==> src/rtl/arc_pkg.sv <==
// strap-driven negotiation setup, reset sequencing and expansion status
// constants, field positions, timing counts and carrier types.
// assumes a 50 MHz core clock and a decoded management access port.
//
// Overview of operation
// - high strap low, low strap mid: no negotiation, 10 Mb/s half duplex
// - high strap high, low strap mid: no negotiation, 10 Mb/s full duplex
// - high strap mid, low strap low: no negotiation, 100 Mb/s half duplex
// - high strap mid, low strap high: no negotiation, 100 Mb/s full duplex
// - both straps mid: negotiate, advertise all four abilities
// - both straps low: negotiate, advertise 10 Mb/s half duplex only
// - high low, low high: negotiate, advertise 10 Mb/s full duplex only
// - high high, low low: negotiate, advertise 100 Mb/s half duplex only
// - both straps high: negotiate, advertise 100 Mb/s full duplex only
// - each negotiation strap decodes to low, mid or high
// - several links seen in parallel detection set multiple link fault
// - expansion reports partner next page, page received, partner ability
// - local next page ability always reads zero
// - both receivers' link status feeds negotiation for parallel detection
// - valid 100 Mb/s idles from a plain partner settle on 100 Mb/s
// - reset on reset pin, power-up, or software reset bit
// - all straps captured within 2 us of reset release
// - latch station address, negotiation and mode straps at reset
// - during power-up reset the low-speed indicator is asserted
// - software writes to basic control override the strapped mode
// - software reset restores defaults, no re-latch, bit self-clears

package arc_pkg;

  // ==========================================================
  // timing
  localparam int CLK_PERIOD_NS = 20;
  localparam int STRAP_LATCH_MAX_NS = 2000;
  localparam int STRAP_LATCH_CYC = STRAP_LATCH_MAX_NS / CLK_PERIOD_NS;
  // latch halfway into the window so straps have settled after release
  localparam logic [7:0] STRAP_SETTLE_CYC = 8'(STRAP_LATCH_CYC / 2);
  localparam logic [7:0] SOFT_RST_CYC = 8'h04;

  // ==========================================================
  // register offsets and fields
  localparam logic [4:0] ADDR_BASIC_CTRL = 5'h00;
  localparam logic [4:0] ADDR_ADVERT = 5'h04;
  localparam logic [4:0] ADDR_EXPANSION = 5'h06;
  localparam int BC_RESET_BIT = 15;
  localparam int BC_LOOP_BIT = 14;
  localparam int BC_SPEED_BIT = 13;
  localparam int BC_ANEN_BIT = 12;
  localparam int BC_RESTART_BIT = 9;
  localparam int BC_DUPLEX_BIT = 8;
  localparam int ADV_LSB = 5;
  localparam int EXP_NP_BIT = 2;
  localparam logic [4:0] ADV_SELECTOR = 5'h01;
  localparam logic [3:0] ADV_ALL = 4'hf;

  // ==========================================================
  // types
  typedef enum logic [1:0] {TRI_LOW, TRI_MID, TRI_HIGH} arc_tri_t;

  typedef struct packed {
    logic a;
    logic b;
  } arc_tri_pin_t;

  typedef struct packed {
    arc_tri_pin_t negotiation_strap_high;
    arc_tri_pin_t negotiation_strap_low;
    logic [4:0] station_addr_strap;
    logic repeater_strap;
    logic serial_10m_strap;
    logic align_bypass_strap;
    logic block_code_bypass_strap;
    logic scrambler_bypass_strap;
  } arc_strap_pins_t;

  typedef struct packed {
    arc_tri_t neg_high;
    arc_tri_t neg_low;
    logic [4:0] station_addr;
    logic repeater;
    logic serial_10m;
    logic align_bypass;
    logic block_code_bypass;
    logic scrambler_bypass;
  } arc_strap_cfg_t;

endpackage : arc_pkg

==> src/rtl/arc_strap_config.sv <==
// strap latch, reset sequencer, basic control / advertisement /
// expansion registers and parallel-detect resolution.
// assumes management accesses arrive already decoded on the core clock;
// strap pins and the reset pin are asynchronous to the core clock.
`timescale 1ns/1ns

module arc_strap_config
  import arc_pkg::*;
(
  input wire logic CORE_CLK,
  input wire logic RESET_N,
  input wire logic HW_RESET,
  input wire arc_strap_pins_t STRAP_PINS,
  input wire logic LINK10_OK,
  input wire logic LINK100_OK,
  input wire logic PARTNER_AN_ABLE,
  input wire logic PARTNER_NEXT_PAGE,
  input wire logic [3:0] PARTNER_ABILITY,
  input wire logic PAGE_RECEIVED,
  input wire logic [4:0] MGMT_ADDR,
  input wire logic MGMT_WR,
  input wire logic MGMT_RD,
  input wire logic [15:0] MGMT_WDATA,
  output logic [15:0] MGMT_RDATA,
  output arc_strap_cfg_t STRAP_CFG,
  output logic CFG_VALID,
  output logic AN_ENABLE,
  output logic [3:0] ADVERT_ABILITY,
  output logic SPEED_100,
  output logic FULL_DUPLEX,
  output logic LINK_UP,
  output logic [4:0] STATUS_LAMP_OUTPUTS_N,
  output logic SPEED_10_IND
);

  localparam int LATCH_BOUND = STRAP_LATCH_CYC;

  typedef enum logic [1:0] {ST_RESET, ST_SETTLE, ST_RUN, ST_SOFT} arc_st_t;

  // ==========================================================
  // helpers
  // tri-level pin: two comparators, LL low, LH mid, HH high
  function automatic arc_tri_t tri_decode(input arc_tri_pin_t p);
    tri_decode = TRI_MID; // HL cannot occur, take the safe middle
    if (!p.a && !p.b) tri_decode = TRI_LOW;
    else if (p.a && p.b) tri_decode = TRI_HIGH;
  endfunction : tri_decode

  // defaults {an_en, speed, duplex, advert[3:0]} selected by the straps
  function automatic logic [6:0] strap_dflt(input arc_tri_t hi,
                                            input arc_tri_t lo);
    strap_dflt = {1'b1, 1'b1, 1'b1, ADV_ALL};
    case ({hi, lo})
      {TRI_LOW, TRI_MID}: strap_dflt = {3'b000, ADV_ALL};
      {TRI_HIGH, TRI_MID}: strap_dflt = {3'b001, ADV_ALL};
      {TRI_MID, TRI_LOW}: strap_dflt = {3'b010, ADV_ALL};
      {TRI_MID, TRI_HIGH}: strap_dflt = {3'b011, ADV_ALL};
      {TRI_LOW, TRI_LOW}: strap_dflt = {3'b111, 4'h1};
      {TRI_LOW, TRI_HIGH}: strap_dflt = {3'b111, 4'h2};
      {TRI_HIGH, TRI_LOW}: strap_dflt = {3'b111, 4'h4};
      {TRI_HIGH, TRI_HIGH}: strap_dflt = {3'b111, 4'h8};
      default: strap_dflt = {1'b1, 1'b1, 1'b1, ADV_ALL};
    endcase
  endfunction : strap_dflt

  // ==========================================================
  // synchronisers for the reset pin and the straps
  logic hw_s1_r, hw_s2_r;
  arc_strap_pins_t strap_s1_r, strap_s2_r;

  always_ff @(posedge CORE_CLK) begin
    if (!RESET_N) begin
      hw_s1_r <= 1'b1; // pin taken as asserted until seen low
      hw_s2_r <= 1'b1;
      strap_s1_r <= '0;
      strap_s2_r <= '0;
    end else begin
      hw_s1_r <= HW_RESET;
      hw_s2_r <= hw_s1_r;
      strap_s1_r <= STRAP_PINS;
      strap_s2_r <= strap_s1_r;
    end
  end

  // ==========================================================
  // reset sequencer
  arc_st_t state_r, state_nxt;
  logic [7:0] cnt_r, cnt_nxt;
  logic pwr_r;
  logic wr_ok, wr_bc, wr_adv, rd_exp, soft_req, latch_now, soft_done;
  logic load_dflt;

  assign wr_ok = MGMT_WR && (state_r == ST_RUN) && !hw_s2_r;
  assign wr_bc = wr_ok && (MGMT_ADDR == ADDR_BASIC_CTRL);
  assign wr_adv = wr_ok && (MGMT_ADDR == ADDR_ADVERT);
  assign rd_exp = MGMT_RD && (MGMT_ADDR == ADDR_EXPANSION);
  assign soft_req = wr_bc && MGMT_WDATA[BC_RESET_BIT];
  assign latch_now = (state_r == ST_SETTLE) && !hw_s2_r &&
                     (cnt_r == STRAP_SETTLE_CYC - 8'h01);
  assign soft_done = (state_r == ST_SOFT) && !hw_s2_r &&
                     (cnt_r == SOFT_RST_CYC - 8'h01);
  assign load_dflt = latch_now || soft_done;

  // the pin reset always wins; software reset only from normal running
  always_comb begin
    state_nxt = state_r;
    cnt_nxt = cnt_r + 8'h01;
    case (state_r)
      ST_RESET: begin
        cnt_nxt = 8'h00;
        if (!hw_s2_r) state_nxt = ST_SETTLE;
      end
      ST_SETTLE: begin
        if (latch_now) state_nxt = ST_RUN;
      end
      ST_RUN: begin
        cnt_nxt = 8'h00;
        if (soft_req) state_nxt = ST_SOFT;
      end
      ST_SOFT: begin
        if (soft_done) state_nxt = ST_RUN;
      end
      default: state_nxt = ST_RESET;
    endcase
    if (hw_s2_r) begin
      state_nxt = ST_RESET;
      cnt_nxt = 8'h00;
    end
  end

  always_ff @(posedge CORE_CLK) begin
    if (!RESET_N) begin
      state_r <= ST_RESET;
      cnt_r <= 8'h00;
    end else begin
      state_r <= state_nxt;
      cnt_r <= cnt_nxt;
    end
  end

  // power-up flag: set by the core reset, cleared once straps are taken
  always_ff @(posedge CORE_CLK) begin
    if (!RESET_N) pwr_r <= 1'b1;
    else if (latch_now) pwr_r <= 1'b0;
  end

  // ==========================================================
  // strap latch, held until the next hardware or power-up reset
  arc_strap_cfg_t cfg_r, cfg_new, dflt_src;
  logic cfg_valid_r;
  logic [6:0] dflt;

  assign cfg_new = '{neg_high: tri_decode(strap_s2_r.negotiation_strap_high),
                     neg_low: tri_decode(strap_s2_r.negotiation_strap_low),
                     station_addr: strap_s2_r.station_addr_strap,
                     repeater: strap_s2_r.repeater_strap,
                     serial_10m: strap_s2_r.serial_10m_strap,
                     align_bypass: strap_s2_r.align_bypass_strap,
                     block_code_bypass: strap_s2_r.block_code_bypass_strap,
                     scrambler_bypass: strap_s2_r.scrambler_bypass_strap};
  // software reset reuses the held straps instead of sampling pins
  assign dflt_src = latch_now ? cfg_new : cfg_r;
  assign dflt = strap_dflt(dflt_src.neg_high, dflt_src.neg_low);

  always_ff @(posedge CORE_CLK) begin
    if (!RESET_N) begin
      cfg_r <= '{neg_high: TRI_MID, neg_low: TRI_MID, default: '0};
      cfg_valid_r <= 1'b0;
    end else if (latch_now) begin
      cfg_r <= cfg_new;
      cfg_valid_r <= 1'b1;
    end else if (state_r == ST_RESET) begin
      cfg_valid_r <= 1'b0;
    end
  end

  // ==========================================================
  // basic control and advertisement; shows the live mode and a software
  // write in normal running without the reset bit overrides what the straps selected
  logic sreset_r, loop_r, speed_r, an_en_r, restart_r, duplex_r;
  logic [3:0] adv_r;

  always_ff @(posedge CORE_CLK) begin
    if (!RESET_N || state_r == ST_RESET) begin
      sreset_r <= 1'b0;
      loop_r <= 1'b0;
      restart_r <= 1'b0;
    end else begin
      sreset_r <= soft_req || (sreset_r && !soft_done);
      loop_r <= load_dflt ? 1'b0 : (wr_bc ? MGMT_WDATA[BC_LOOP_BIT] : loop_r);
      restart_r <= wr_bc && MGMT_WDATA[BC_RESTART_BIT];
    end
  end

  always_ff @(posedge CORE_CLK) begin
    if (!RESET_N) begin
      {an_en_r, speed_r, duplex_r} <= 3'b111;
      adv_r <= ADV_ALL;
    end else if (load_dflt) begin
      {an_en_r, speed_r, duplex_r} <= dflt[6:4];
      adv_r <= dflt[3:0];
    end else begin
      if (wr_bc && !MGMT_WDATA[BC_RESET_BIT]) begin
        an_en_r <= MGMT_WDATA[BC_ANEN_BIT];
        speed_r <= MGMT_WDATA[BC_SPEED_BIT];
        duplex_r <= MGMT_WDATA[BC_DUPLEX_BIT];
      end
      if (wr_adv) adv_r <= MGMT_WDATA[ADV_LSB +: 4];
    end
  end

  // ==========================================================
  // expansion status: sticky flags clear on read, a new event wins
  logic mlf_r, page_r, mlf_set;

  assign mlf_set = (state_r == ST_RUN) && an_en_r && !PARTNER_AN_ABLE &&
                   LINK10_OK && LINK100_OK;

  always_ff @(posedge CORE_CLK) begin
    if (!RESET_N || load_dflt || state_r == ST_RESET) begin
      mlf_r <= 1'b0;
      page_r <= 1'b0;
    end else begin
      mlf_r <= mlf_set || (mlf_r && !rd_exp);
      page_r <= PAGE_RECEIVED || (page_r && !rd_exp);
    end
  end

  // ==========================================================
  // read data; unmapped offsets read zero
  logic [15:0] bc_word, adv_word, exp_word, rd_mux;

  assign bc_word = {sreset_r, loop_r, speed_r, an_en_r, 2'b00, restart_r,
                    duplex_r, 8'h00};
  assign adv_word = {7'h00, adv_r, ADV_SELECTOR};
  // local next page ability is a hard zero
  assign exp_word = {11'h000, mlf_r, PARTNER_NEXT_PAGE, 1'b0, page_r,
                     PARTNER_AN_ABLE};
  assign rd_mux = (MGMT_ADDR == ADDR_BASIC_CTRL) ? bc_word :
                  (MGMT_ADDR == ADDR_ADVERT) ? adv_word :
                  (MGMT_ADDR == ADDR_EXPANSION) ? exp_word : 16'h0000;

  // ==========================================================
  // mode resolution: forced, negotiated by priority, or parallel detect
  logic [3:0] common;
  logic res_spd, res_dup, res_link;

  assign common = adv_r & PARTNER_ABILITY;

  always_comb begin
    res_spd = speed_r;
    res_dup = duplex_r;
    res_link = speed_r ? LINK100_OK : LINK10_OK;
    if (an_en_r && PARTNER_AN_ABLE) begin
      res_spd = common[3] || common[2];
      res_dup = common[3] || (!common[2] && common[1]);
      res_link = (|common) && (res_spd ? LINK100_OK : LINK10_OK);
    end else if (an_en_r) begin
      // a plain partner is half duplex; two links at once is a fault
      res_spd = LINK100_OK;
      res_dup = 1'b0;
      res_link = LINK100_OK ^ LINK10_OK;
    end
  end

  // ==========================================================
  // output flops; lamps held dark in pin and power-up reset, not in software reset; low-speed shown in power-up reset and at 10 Mb/s
  logic in_rst;
  assign in_rst = (state_r == ST_RESET) || (state_r == ST_SETTLE);

  always_ff @(posedge CORE_CLK) begin
    if (!RESET_N) begin
      MGMT_RDATA <= 16'h0000;
      SPEED_100 <= 1'b0;
      FULL_DUPLEX <= 1'b0;
      LINK_UP <= 1'b0;
      STATUS_LAMP_OUTPUTS_N <= 5'h1f;
      SPEED_10_IND <= 1'b1;
    end else begin
      if (MGMT_RD) MGMT_RDATA <= rd_mux;
      SPEED_100 <= !in_rst && res_spd;
      FULL_DUPLEX <= !in_rst && res_dup;
      LINK_UP <= !in_rst && res_link;
      STATUS_LAMP_OUTPUTS_N <= in_rst ? 5'h1f :
        ~{res_link, res_spd, res_dup, an_en_r, mlf_r};
      SPEED_10_IND <= (in_rst && pwr_r) || (!in_rst && !res_spd);
    end
  end

  assign STRAP_CFG = cfg_r;
  assign CFG_VALID = cfg_valid_r;
  assign AN_ENABLE = an_en_r;
  assign ADVERT_ABILITY = adv_r;
endmodule : arc_strap_config

==> config.mk <==
export PLATFORM = sky130hd
export DESIGN_NAME = arc_strap_config
export DESIGN_NICKNAME = d
export VERILOG_FILES = /design/src/rtl/arc_pkg.sv /design/src/rtl/arc_strap_config.sv
export SDC_FILE = /design/constraint.sdc
export NUM_CORES = 1
export LEC_CHECK = 0
export BUFFER_PORTS_ARGS = -buffer_cell sky130_fd_sc_hd__buf_4
export CAP_MARGIN = 15
export CORE_ASPECT_RATIO = 1.2
export CORE_MARGIN = 2
export CORE_UTILIZATION = 56
export CTS_CLUSTER_DIAMETER = 100
export DETAILED_ROUTE_END_ITERATION = 8
export PLACE_DENSITY = 0.93
export SLEW_MARGIN = 30
export SYNTH_ARGS = -nofsm -noshare
export SYNTH_HDL_FRONTEND = slang
export SYNTH_SLANG_ARGS = --single-unit
==> constraint.sdc <==
create_clock -name CORE_CLK -period 2.7 [get_ports CORE_CLK]
set_clock_uncertainty 0.1 [all_clocks]
set_input_delay 0.54 -clock CORE_CLK [delete_from_list [all_inputs] [get_ports CORE_CLK]]
set_output_delay 0.54 -clock CORE_CLK [all_outputs]
set_load 0.005 [all_outputs]
==> results of run 1 <==
[through the flow]
stage | instances | util [%]
2_1_floorplan | 369 | -
3_3_place_gp | 519 | 68.6
3_5_place_dp | 519 | 68.6
4_1_cts | 535 | 72.3
5_1_grt | 535 | 72.3
6_report | 535 | 72.3
[registers in the layout, indices dropped and copies added (netlist names), 2 cells and up]
register and cells:
ADVERT_ABILITY 4, MGMT_RDATA 13, STATUS_LAMP_OUTPUTS_N 5, STRAP_CFG 14, cfg_new 10, cnt_r 8, state_r 2, strap_s1_r 14
strap_s2_r 4
[worst paths after layout]
path            start        to  slack (ns)  cells past startpoint
max reg2reg  cnt_r[0]  duplex_r        0.64                      6
min          HW_RESET   hw_s1_r        0.27                      2
max          cnt_r[0]  duplex_r        0.64                      6
min reg2reg   hw_s1_r   hw_s2_r        0.32                      1
[layer usage]
layer	vias to the layer above	global-route usage, %	part of all wire [%]
met5	-	0	0
met4	0	10.8	2.5
met3	19	7.17	7.7
met2	124	41.7	51
met1	1315	26.0	39
li1	1398	-	-
[power by group through the flow]
stage / sequential [uW] / combinational [uW] / clock [uW]
finish: 1360 / 133 / 993
global route: 1360 / 146 / 1060
CTS: 1360 / 132 / 1000
detailed placement: 1390 / 130 / 0
global placement: 1390 / 126 / 0
floorplan: 1380 / 68.3 / 0
[cell families (layout without fill, tap and decap cells)]
family | after synthesis | in the layout | share of synthesized area (%)
other cells | 1 | 3 | 0.109
buf+inv | 27 | 111 | 3.82
flops | 90 | 90 | 52.4
mux | 14 | 14 | 4.18
simple gates | 160 | 160 | 24.5
compound gates | 63 | 63 | 11.6
fa+ha+maj | 4 | 4 | 1.45
xor+xnor | 8 | 8 | 2.04
[Yosys cell counts, types with 4 or more instances]
| library cell | instances | area (um^2) |
|---|---|---|
| nor2_1 | 28 | 105 |
| mux2i_1 | 11 | 110 |
| nand2_1 | 59 | 221 |
| xnor2_1 | 4 | 35.0 |
| a22oi_1 | 8 | 60.1 |
| xor2_1 | 4 | 35.0 |
| nand3_1 | 14 | 70.1 |
| dfxtp_1 | 90 | 1800 |
| clkbuf_1 | 8 | 30.0 |
| a21oi_1 | 29 | 145 |
| o21ai_0 | 8 | 40.0 |
| ha_1 | 4 | 50.1 |
| inv_1 | 9 | 33.8 |
| nor3_1 | 4 | 20.0 |
| and2_1 | 31 | 194 |
[cell type report]
class	count	share of cell area [%]
multi-input combinational	252	35.1
inverter	9	0.782
timing repair buffer	86	15.0
sequential	90	41.7
clock inverter	5	2.03
clock buffer	11	3.04
tap	82	2.38
==> summary by stage, run 1 <==
Run status
The flow ran to the end, and the final reports show no timing, DRC or antenna violations.

Routing
The detailed-route vias per instance is 5.34. The detailed-router iteration count before antenna repair is 5. In this run the remaining antenna-violating nets after routing total 0. The number of DRC violations after detailed routing is 0.

The routed layout has about 2.9k vias. The initial DRC count is 216. The final layout contains routed wiring with a total length of 7810 um. After detailed routing, the average wire length per cell comes to 14.6 um.

Worst setup path
The peak fanout along the critical path is 15. The number of buffers and inverters on the critical path is 1. At the worst endpoint, the arrival time is 2.24 ns. The category of the most critical setup path is flop to flop. For the worst setup path, the data required time is 2.88 ns. The kind of cell with the highest combined delay along the critical path is simple AND/OR/NAND/NOR gates. The critical path endpoint category is a flop.

Walking the worst path, the cells encountered are ha_1 > and4b_1 > and3_1 > buf_4 > mux2_1 > a22oi_1. The slowest stage cell on the critical path is dfxtp_1. For this run, the slowest stage of the critical path takes just under 0.4 ns. STA classifies the critical path startpoint as a flop.

Global routing
After global routing the overflow that remains totals 0. The initial antenna violation count was 0. The via count of the first global-routing pass is 2784. The first global-routing pass estimated 12500 um of wire.

The largest net degree at the start of global routing is 40. The total routing usage reported by global routing is 24.1%.

Synthesis
The number of synthesis warnings is 0. The number of synthesized flops with an enable pin is 0. After synthesis the netlist holds a flip-flop and latch count of 90. Synthesis produced a netlist whose cell count is 367. The fraction of synthesis flops using an asynchronous set or reset pin is 0%.

The netlist uses 54 different library cells. In the synthesized netlist the dominant register cell turns out to be dfxtp_1. The post-synthesis instance area is 3440 um^2. The mean area per synthesized cell is approximately 9.4 um^2. After synthesis, flip-flops and latches occupy a little over half of the total area.

STA
The number of pins with negative max-slew slack in the final report is 0. Final hold analysis gives a worst-case slack of between 0.2 and 0.3 ns. The setup TNS is 0 ns.

Of the available clock period, the critical path in the final layout requires approximately 76%. Setup repair after global routing left no endpoint under its margin. The final hold violation count is 0. The final critical-path required period is approximately 2.1 ns. The maximum operating frequency is 0.487 GHz. For the pin with the worst max-slew slack, the measured transition is between 0.5 and 0.6 ns. Setup violations remaining at the end of the flow were counted as 0.

The worst pin sits at a relative slew slack of 65.0%. Setup slack closes at 0.645 ns.

Finish
Counting the fill cells in the layout gives 460. The number of antenna diodes in the final layout is 0. The finished cells cover 4320 um^2. The post-route netlist has approximately 25% of its cells at a drive strength greater than 1.

Summing all multi-input logic gate instances after layout gives 1520 um^2. Across the whole layout, storage elements account for between 1500 and 2000 um^2. The number of nets in the layout is 501. The library cell used most frequently in the layout, excluding fill and tap cells, is dfxtp_1. The top cell types in the final layout, fill and taps aside, are dfxtp_1 (90), buf_4 (86), nand2_1 (59). The layout overhead on the synthesized area is 25.5%.

Power and ir drop
The cell-internal power is 1950 uW. In this run, flip-flops and latches consume 54.6% of the power. Summed over all nets, the switching power comes to 532 uW. The highest ir drop seen on vdd is 0.424 mV. In this run switching power makes up 21.5% of total power. For this design the ratio of total power to cell area is 574 nW/um^2. The fraction of power consumed by combinational cells is 5.3%. The clock network power share is 40.0%. The power after layout is 2480 uW. The leakage power summed over all cells is around 0.0018 uW.

Clock tree
After clock tree synthesis, the flow added hold-fix buffers numbering 0. The number of post-CTS setup repair buffers is 0. The number of gates resized after CTS was 0.

At the later pin of the worst-skew pair, clock insertion delay measures roughly 0.36 ns. Buffers inserted during clock tree synthesis total 9. Counting every sink on the clock net gives 90. The count of H-tree levels built during CTS is 3.

TritonCTS built the clock tree. The clock transition time at the flip-flop clock pins of the worst setup and hold paths is 0.08 ns. The clock passes through at most 2 buffers. The cell sitting at the root of the clock tree is a clkbuf_8.

Die
The placeable core region is 5970 um^2. 94 I/O pins were placed. The number of rows created at floorplan is 31.

The starting density of the core is 57.6%. Measured along the x axis, the die boundary spans 75.6 um. The die covers 6790 um^2.

From bottom edge to top edge, the die measures 89.9 um.

Worst hold path
The class of the most critical hold timing path is input port to flop.

Place
The post-placement setup slack is 0.601 ns. Once placement finished, the instance area stood at 4100 um^2. The half-perimeter wire length after detailed placement is 5540 um. The placer congestion estimate is 0.860. The number of input and output port buffers inserted is 83.

Flow run
Across the run, the number of max-cap violations was 0.
No activity file was read; power rests on OpenSTA's default activity.
==> inputs of run 2 (changes only) <==
--- a/config.mk
+++ b/config.mk
@@ -9,10 +9,10 @@
 export CAP_MARGIN = 15
 export CORE_ASPECT_RATIO = 1.2
 export CORE_MARGIN = 2
-export CORE_UTILIZATION = 56
+export CORE_UTILIZATION = 52
 export CTS_CLUSTER_DIAMETER = 100
 export DETAILED_ROUTE_END_ITERATION = 8
-export PLACE_DENSITY = 0.93
+export PLACE_DENSITY = 0.87
 export SLEW_MARGIN = 30
 export SYNTH_ARGS = -nofsm -noshare
 export SYNTH_HDL_FRONTEND = slang
==> constraint.sdc (replaced) <==
create_clock -name CORE_CLK -period 2.1 [get_ports CORE_CLK]
set_clock_uncertainty 0.1 [all_clocks]
set_input_delay 0.42 -clock CORE_CLK [delete_from_list [all_inputs] [get_ports CORE_CLK]]
set_output_delay 0.42 -clock CORE_CLK [all_outputs]
set_load 0.005 [all_outputs]
==> summary by stage, run 2 (synthesis results as in run 1) <==
Run status
The run finished with clean final reports.

Clock tree
The cts-stage hold buffer count is 0. The clock transition time at the flip-flop clock pins of the worst setup and hold paths is 0.09 ns. The root buffer selected by CTS is clkbuf_8. The clock tree synthesis step divided the H-tree into 3 levels. The number of setup buffers added after CTS is 0. The number of clock buffers added by TritonCTS is 9. The number of buffers on the longest clock path is 2. The number of gates resized after CTS was 0. The CTS tree is done.

The number of sinks driven by the clock tree is 90. At the later pin of the worst-skew pair, clock insertion delay measures 0.36 ns.

Place
The number of input and output port buffers inserted is 83. The placer congestion estimate is 0.866. The half-perimeter wire length after detailed placement is 5460 um.

Routing
In the routed layout, each cell is associated on average with a via count of 5.24. Across all layers, the routed design uses 2837 vias. The first routing iteration left 133 violations. The number of DRC violations after detailed routing is 0. The detailed-router iteration count before antenna repair is 4. The final layout contains routed wiring with a total length of 7590 um. The detail route stage leaves a number of antenna-violating nets equal to 0.

The average detailed-routed wire length per instance is about 14 um.

Finish
In the final layout, the share of cells above drive strength 1 is between 20% and 30%. For this run, the post-layout net count is 504. The most common cell after layout, fill and taps aside is dfxtp_1. In the layout the commonest cells are dfxtp_1 (90), buf_4 (89), nand2_1 (59). The layout overhead on the synthesized area is 26.8%. Registers take 1800 um^2. The antenna diode count is 0. The area of combinational cells with multiple inputs is 1520 um^2.

Counting the fill cells in the layout gives between 500 and 600.

Die
The starting density of the core is between 50% and 60%. The number of rows created at floorplan is 32. The total area inside the core boundary comes to between 6000 and 7000 um^2. The die covers 7290 um^2. The I/O pin count is 94. The width of the chip is between 70 and 80 um. The die is 93.1 um tall.

Power and ir drop
The internal power of the cells totals 2520 uW. IR analysis of the VDD net gives a maximum drop of 0.750 mV. The power after layout is ~3300 uW. The total power divided by cell area is 746 nW/um^2. Net switching is 22.5% of the power. The sequential fraction of design power is 53.6%.

The fraction of power consumed by combinational cells is under 10%. Summed over all cells, the static leakage comes to 0.00180 uW. The clock network is responsible for 41.1% of the overall power. Summed over all nets, the switching power comes to 732 uW.

Worst setup path
The worst setup path is captured at a flop. On the worst path, the slowest cell contributes a delay of ~0.40 ns. For the worst setup path, the data required time is 2.28 ns. Of all nets on the critical path, the largest fanout is 5. The worst endpoint data arrival time is a little over 2 ns. The category of the worst setup path launch point is a flop. The signal on the critical path passes through ha_1 > and4b_1 > and3_1 > mux2_1 > a22oi_1.

The number of buffers and inverters on the critical path is 0. The worst setup path is of the flop to flop kind. For this design, the slowest cell found on the critical path is dfxtp_1. Among cell families on the critical path, the largest total delay comes from simple AND/OR/NAND/NOR gates.

STA
The final hold violation count is 0. Adding up every negative setup slack in the final design gives 0 ns. The number of setup violations in the final report is 0. The part of the cycle the worst path needs is 89.2%. The clock period could shrink to 1.87 ns. Timing would allow up to 0.534 GHz. Setup repair after global routing left no endpoint under its margin. The number of pins with negative max-slew slack in the final report is 0.

Global routing
The first global-routing pass estimated roughly 12000 um of wire. The initial antenna violation count is 0. The via count of the first global-routing pass is 2698. The total routing usage reported by global routing is 21.6%. The largest net degree at the start of global routing is 37. The total overflow left after global routing is 0.

Worst hold path
The worst hold path belongs to the class input port to flop.

Flow run
The total of max-cap violations is 0.
-- run 2: cell types whose count changed in the layout (fill, tap and decap cells not counted), sizes merged --
cell,change
clkbuf,-2
inv,+2
buf,+3
clkinvlp,-1
clkinv,+1
-- run 2: worst paths after layout --
| check | from | endpoint | slack, ns | cells after the start |
|---|---|---|---|---|
| setup reg to reg | cnt_r[0] | duplex_r | 0.23 | 5 |
| setup / recovery | cnt_r[0] | duplex_r | 0.23 | 5 |
| hold / removal | HW_RESET | hw_s1_r | 0.15 | 2 |
| hold reg to reg | hw_s1_r | hw_s2_r | 0.31 | 1 |
-- run 2: per-stage QoR --
stage	setup slack [ns]	instance area (um^2)	std cells	util, %	hold slack, ns
4_1_cts	0.150	4360	541	68.0	0.140
6_report	0.228	4360	541	68.1	0.146
2_1_floorplan	0.379	3450	369	-	0.271
3_3_place_gp	0.178	4130	525	64.4	0.293
5_1_grt	0.119	4360	541	68.1	0.136
3_5_place_dp	0.124	4130	525	64.4	0.298
-- run 2: worst reg2reg max path: cells and delay by family, from the launching register on --
kind | cells | cell delay, ns
flip-flops | 1 | 0.40
adder cells (fa/ha/maj) | 1 | 0.16
AO/OA/AOI/OAI | 1 | 0.21
AND/OR/NAND/NOR | 2 | 0.57
multiplexers | 1 | 0.37
-- run 2: power groups by stage --
stage / Clock [uW] / Sequential (uW) / Combinational, uW
final: 1340 / 1740 / 172
after global routing: 1440 / 1750 / 191
after CTS: 1360 / 1740 / 172
after detailed placement: 0 / 1780 / 171
after global placement: 0 / 1780 / 165
after floorplan: 0 / 1780 / 87.8
-- run 2: cell type report --
class	instances	share of cell area (%)
multi-input cells	252	34.8
repair buffers	89	15.3
flip-flops and latches	90	41.3
well taps	85	2.44
clock buffers	9	2.84
clock inverters	7	2.52
inverters	9	0.775
-- run 2: per-layer routing --
metal  routed length, um  part of all wire [%]  vias up  global-route usage, %
met5                   0                     0        -                      0
met4                 160                   2.1        0                   8.33
met3                 490                   6.5       14                   6.08
met2                3870                    51      105                   38.1
met1                3080                    41     1314                   24.5
li1                    -                     -     1404                      -
==> inputs of run 3 (changes only) <==
--- a/config.mk
+++ b/config.mk
@@ -12,6 +12,7 @@
 export CORE_UTILIZATION = 52
 export CTS_CLUSTER_DIAMETER = 100
 export DETAILED_ROUTE_END_ITERATION = 8
+export GPL_TIMING_DRIVEN = 0
 export PLACE_DENSITY = 0.87
 export SLEW_MARGIN = 30
 export SYNTH_ARGS = -nofsm -noshare
==> constraint.sdc (replaced) <==
create_clock -name CORE_CLK -period 1.85 [get_ports CORE_CLK]
set_clock_uncertainty 0.1 [all_clocks]
set_input_delay 0.37 -clock CORE_CLK [delete_from_list [all_inputs] [get_ports CORE_CLK]]
set_output_delay 0.37 -clock CORE_CLK [all_outputs]
set_load 0.005 [all_outputs]
==> summary by stage, run 3 (synthesis results as in run 1) <==
STA
The final hold violation count is 0. In the post-route analysis, the smallest setup slack over all paths is between 0.05 and 0.06 ns. The part of the cycle the worst path needs is 97.3%. The transition time of the tightest slew-check pin is around 0.5 ns.

The number of pins with negative max-slew slack in the final report is 0. For the final routed database, the setup TNS stands at 0 ns. The worst path in the final design needs a cycle of between 1.5 and 2 ns, including I/O delays and setup. The relative slew slack is 65.4%. The number of setup violations in the final report is 0. Timing would allow up to 0.556 GHz.

Die
The I/O pin count is 94. The placeable core region is 6410 um^2. For this configuration, the core starts out at a cell density of 53.7%.

The die covers ~7300 um^2. Row generation in the floorplan step produced 32 rows. The die boundary height is 93.1 um. The width of the chip is 78.3 um.

Clock tree
The number of buffers on the longest clock path is 2. The count of H-tree levels built during CTS is 3. The clock latency at the later pin of the worst-skew pair is 0.35 ns.

Counting the buffers created by CTS gives 9. After clock tree synthesis, the clock-pin slew on the worst setup and hold paths is 0.08 ns. CTS saw 90 sinks. Clock tree synthesis selected as its root buffer the cell clkbuf_8. The CTS tree is done. The cts-stage hold buffer count is 0.

Power and ir drop
The analysis attributes to cell leakage a power of about 0.0018 uW. The highest ir drop seen on vdd is 0.546 mV. For this design the ratio of total power to cell area is approximately 800 nW/um^2. The power after layout is 3510 uW.

Worst setup path
In this run the critical register-to-register path is launched from cnt_r[1]. Along the worst path, the maximum fanout reaches 8. The internal reg-to-reg setup slack is 0.05 ns. The end of the worst register-to-register path is duplex_r. For the worst flop-to-flop path, the logic depth is 7. At the worst endpoint, the required time is roughly 2.0 ns. The category of the worst setup path launch point is a flop.

The category of the most critical setup path is flop to flop. The worst endpoint data arrival time is 1.98 ns. The critical path endpoint category is a flop. In this run the worst setup path begins at cnt_r[1].

Flow run
The total of max-cap violations is 0.

Routing
In this run, the number of DRC markers left after iteration 0 of detailed routing was around 140. After detailed routing, the number of vias per cell comes to 5.21. The number of nets with antenna violations after detailed routing is 0. The average detailed-routed wire length per instance is 14.1 um. For this run, design rule violations remaining after detail routing come to 0. The final layout contains routed wiring with a total length of 7870 um. The detailed-router iteration count before antenna repair is 4. The overall via count from detail_route is 2911.

Place
The number of input and output port buffers inserted is 83. Timing analysis after detailed placement gives a worst setup slack of -0.0480 ns. The half-perimeter wire length after detailed placement is 5880 um.

The placer congestion estimate is between 0.8 and 0.9.

Global routing
The total routing usage reported by global routing is 22.7%. Entering global routing, the biggest net connects 16 pins. The initial antenna violation count was 0.

The via count of the first global-routing pass came to 2874. The wire length of the first global-routing pass is 12800 um. Global routing finished with a remaining overflow of 0.

Finish
The top cell types in the final layout, fill and taps aside, are buf_4 (93), dfxtp_1 (88), nand2_1 (59). The repair_antennas step left the layout with diodes totalling 0. In the final layout, the share of cells above drive strength 1 is 27.2%. In the final design database the tool counted 522 nets. The area growth from synthesis to layout is 29.5%.

Leaving out fill and tap cells, the most frequent cell in the layout is buf_4.

Worst hold path
The class of the most critical hold timing path is input port to flop. The startpoint identified for the worst hold timing path is HW_RESET. The end point of the most critical hold path is hw_s1_r. The depth of the worst hold-timing path is 2.

Run status
The flow ran to the end, and the final reports show no timing, DRC or antenna violations.
run 3: power breakdown:
part | internal (uW) | leakage, uW | switching [uW] | total [uW]
registers | 1970 | 0.000733 | 9.18 | 1980
clock network | 668 | 0.0000962 | 659 | 1330
logic | 111 | 0.00100 | 96.1 | 207
total | 2750 | 0.00183 | 764 | 3510
run 3: final cells by class:
cell class	count	area, um^2
clock inverters	5	62.6
clock buffers	11	141
well taps	85	106
repair buffers	89	668
flip-flops and latches	90	1800
fillers	504	1950
plain buffers	18	103
multi-input cells	252	1540
inverters	9	33.8
run 3: worst max-delay path, stage by stage (launching register included):
cell     delay, ns
dfxtp_2       0.34
inv_1         0.06
ha_1          0.14
and4b_1       0.25
and3_1        0.18
buf_6         0.14
mux2_1        0.35
a22oi_1       0.18
run 3: worst max-delay path by stage:
stage / endpoint / cells after the start
after floorplan: speed_r / 6
after CTS: STRAP_CFG[9] / 8
after detailed placement: ADVERT_ABILITY[0] / 5
final: duplex_r / 7
after global placement: speed_r / 5
after global routing: duplex_r / 5
run 3: metrics by stage:
| stage | instances | hold slack, ns | util (%) | instance area (um^2) |
|---|---|---|---|---|
| CTS | 555 | 0.0844 | 68.7 | 4400 |
| finish | 559 | 0.0991 | 69.6 | 4460 |
| global placement | 537 | 0.290 | 65.2 | 4180 |
| detailed placement | 537 | 0.293 | 65.2 | 4180 |
| global route | 559 | 0.0856 | 69.6 | 4460 |
| floorplan | 369 | 0.271 | - | 3450 |
run 3: metal layers:
layer / global-route usage, % / wire, um
met3: 6.18 / 583
met1: 23.7 / 3020
met5: 0 / 0
met2: 40.6 / 3970
met4: 13.2 / 300
run 3: repair_timing:
item	4_1_cts	5_1_grt
setup endpoints to repair	12	16
pin swaps	1	3
endpoints found under the hold margin	0	0
gates resized for setup	3	5
buffers inserted	2	4
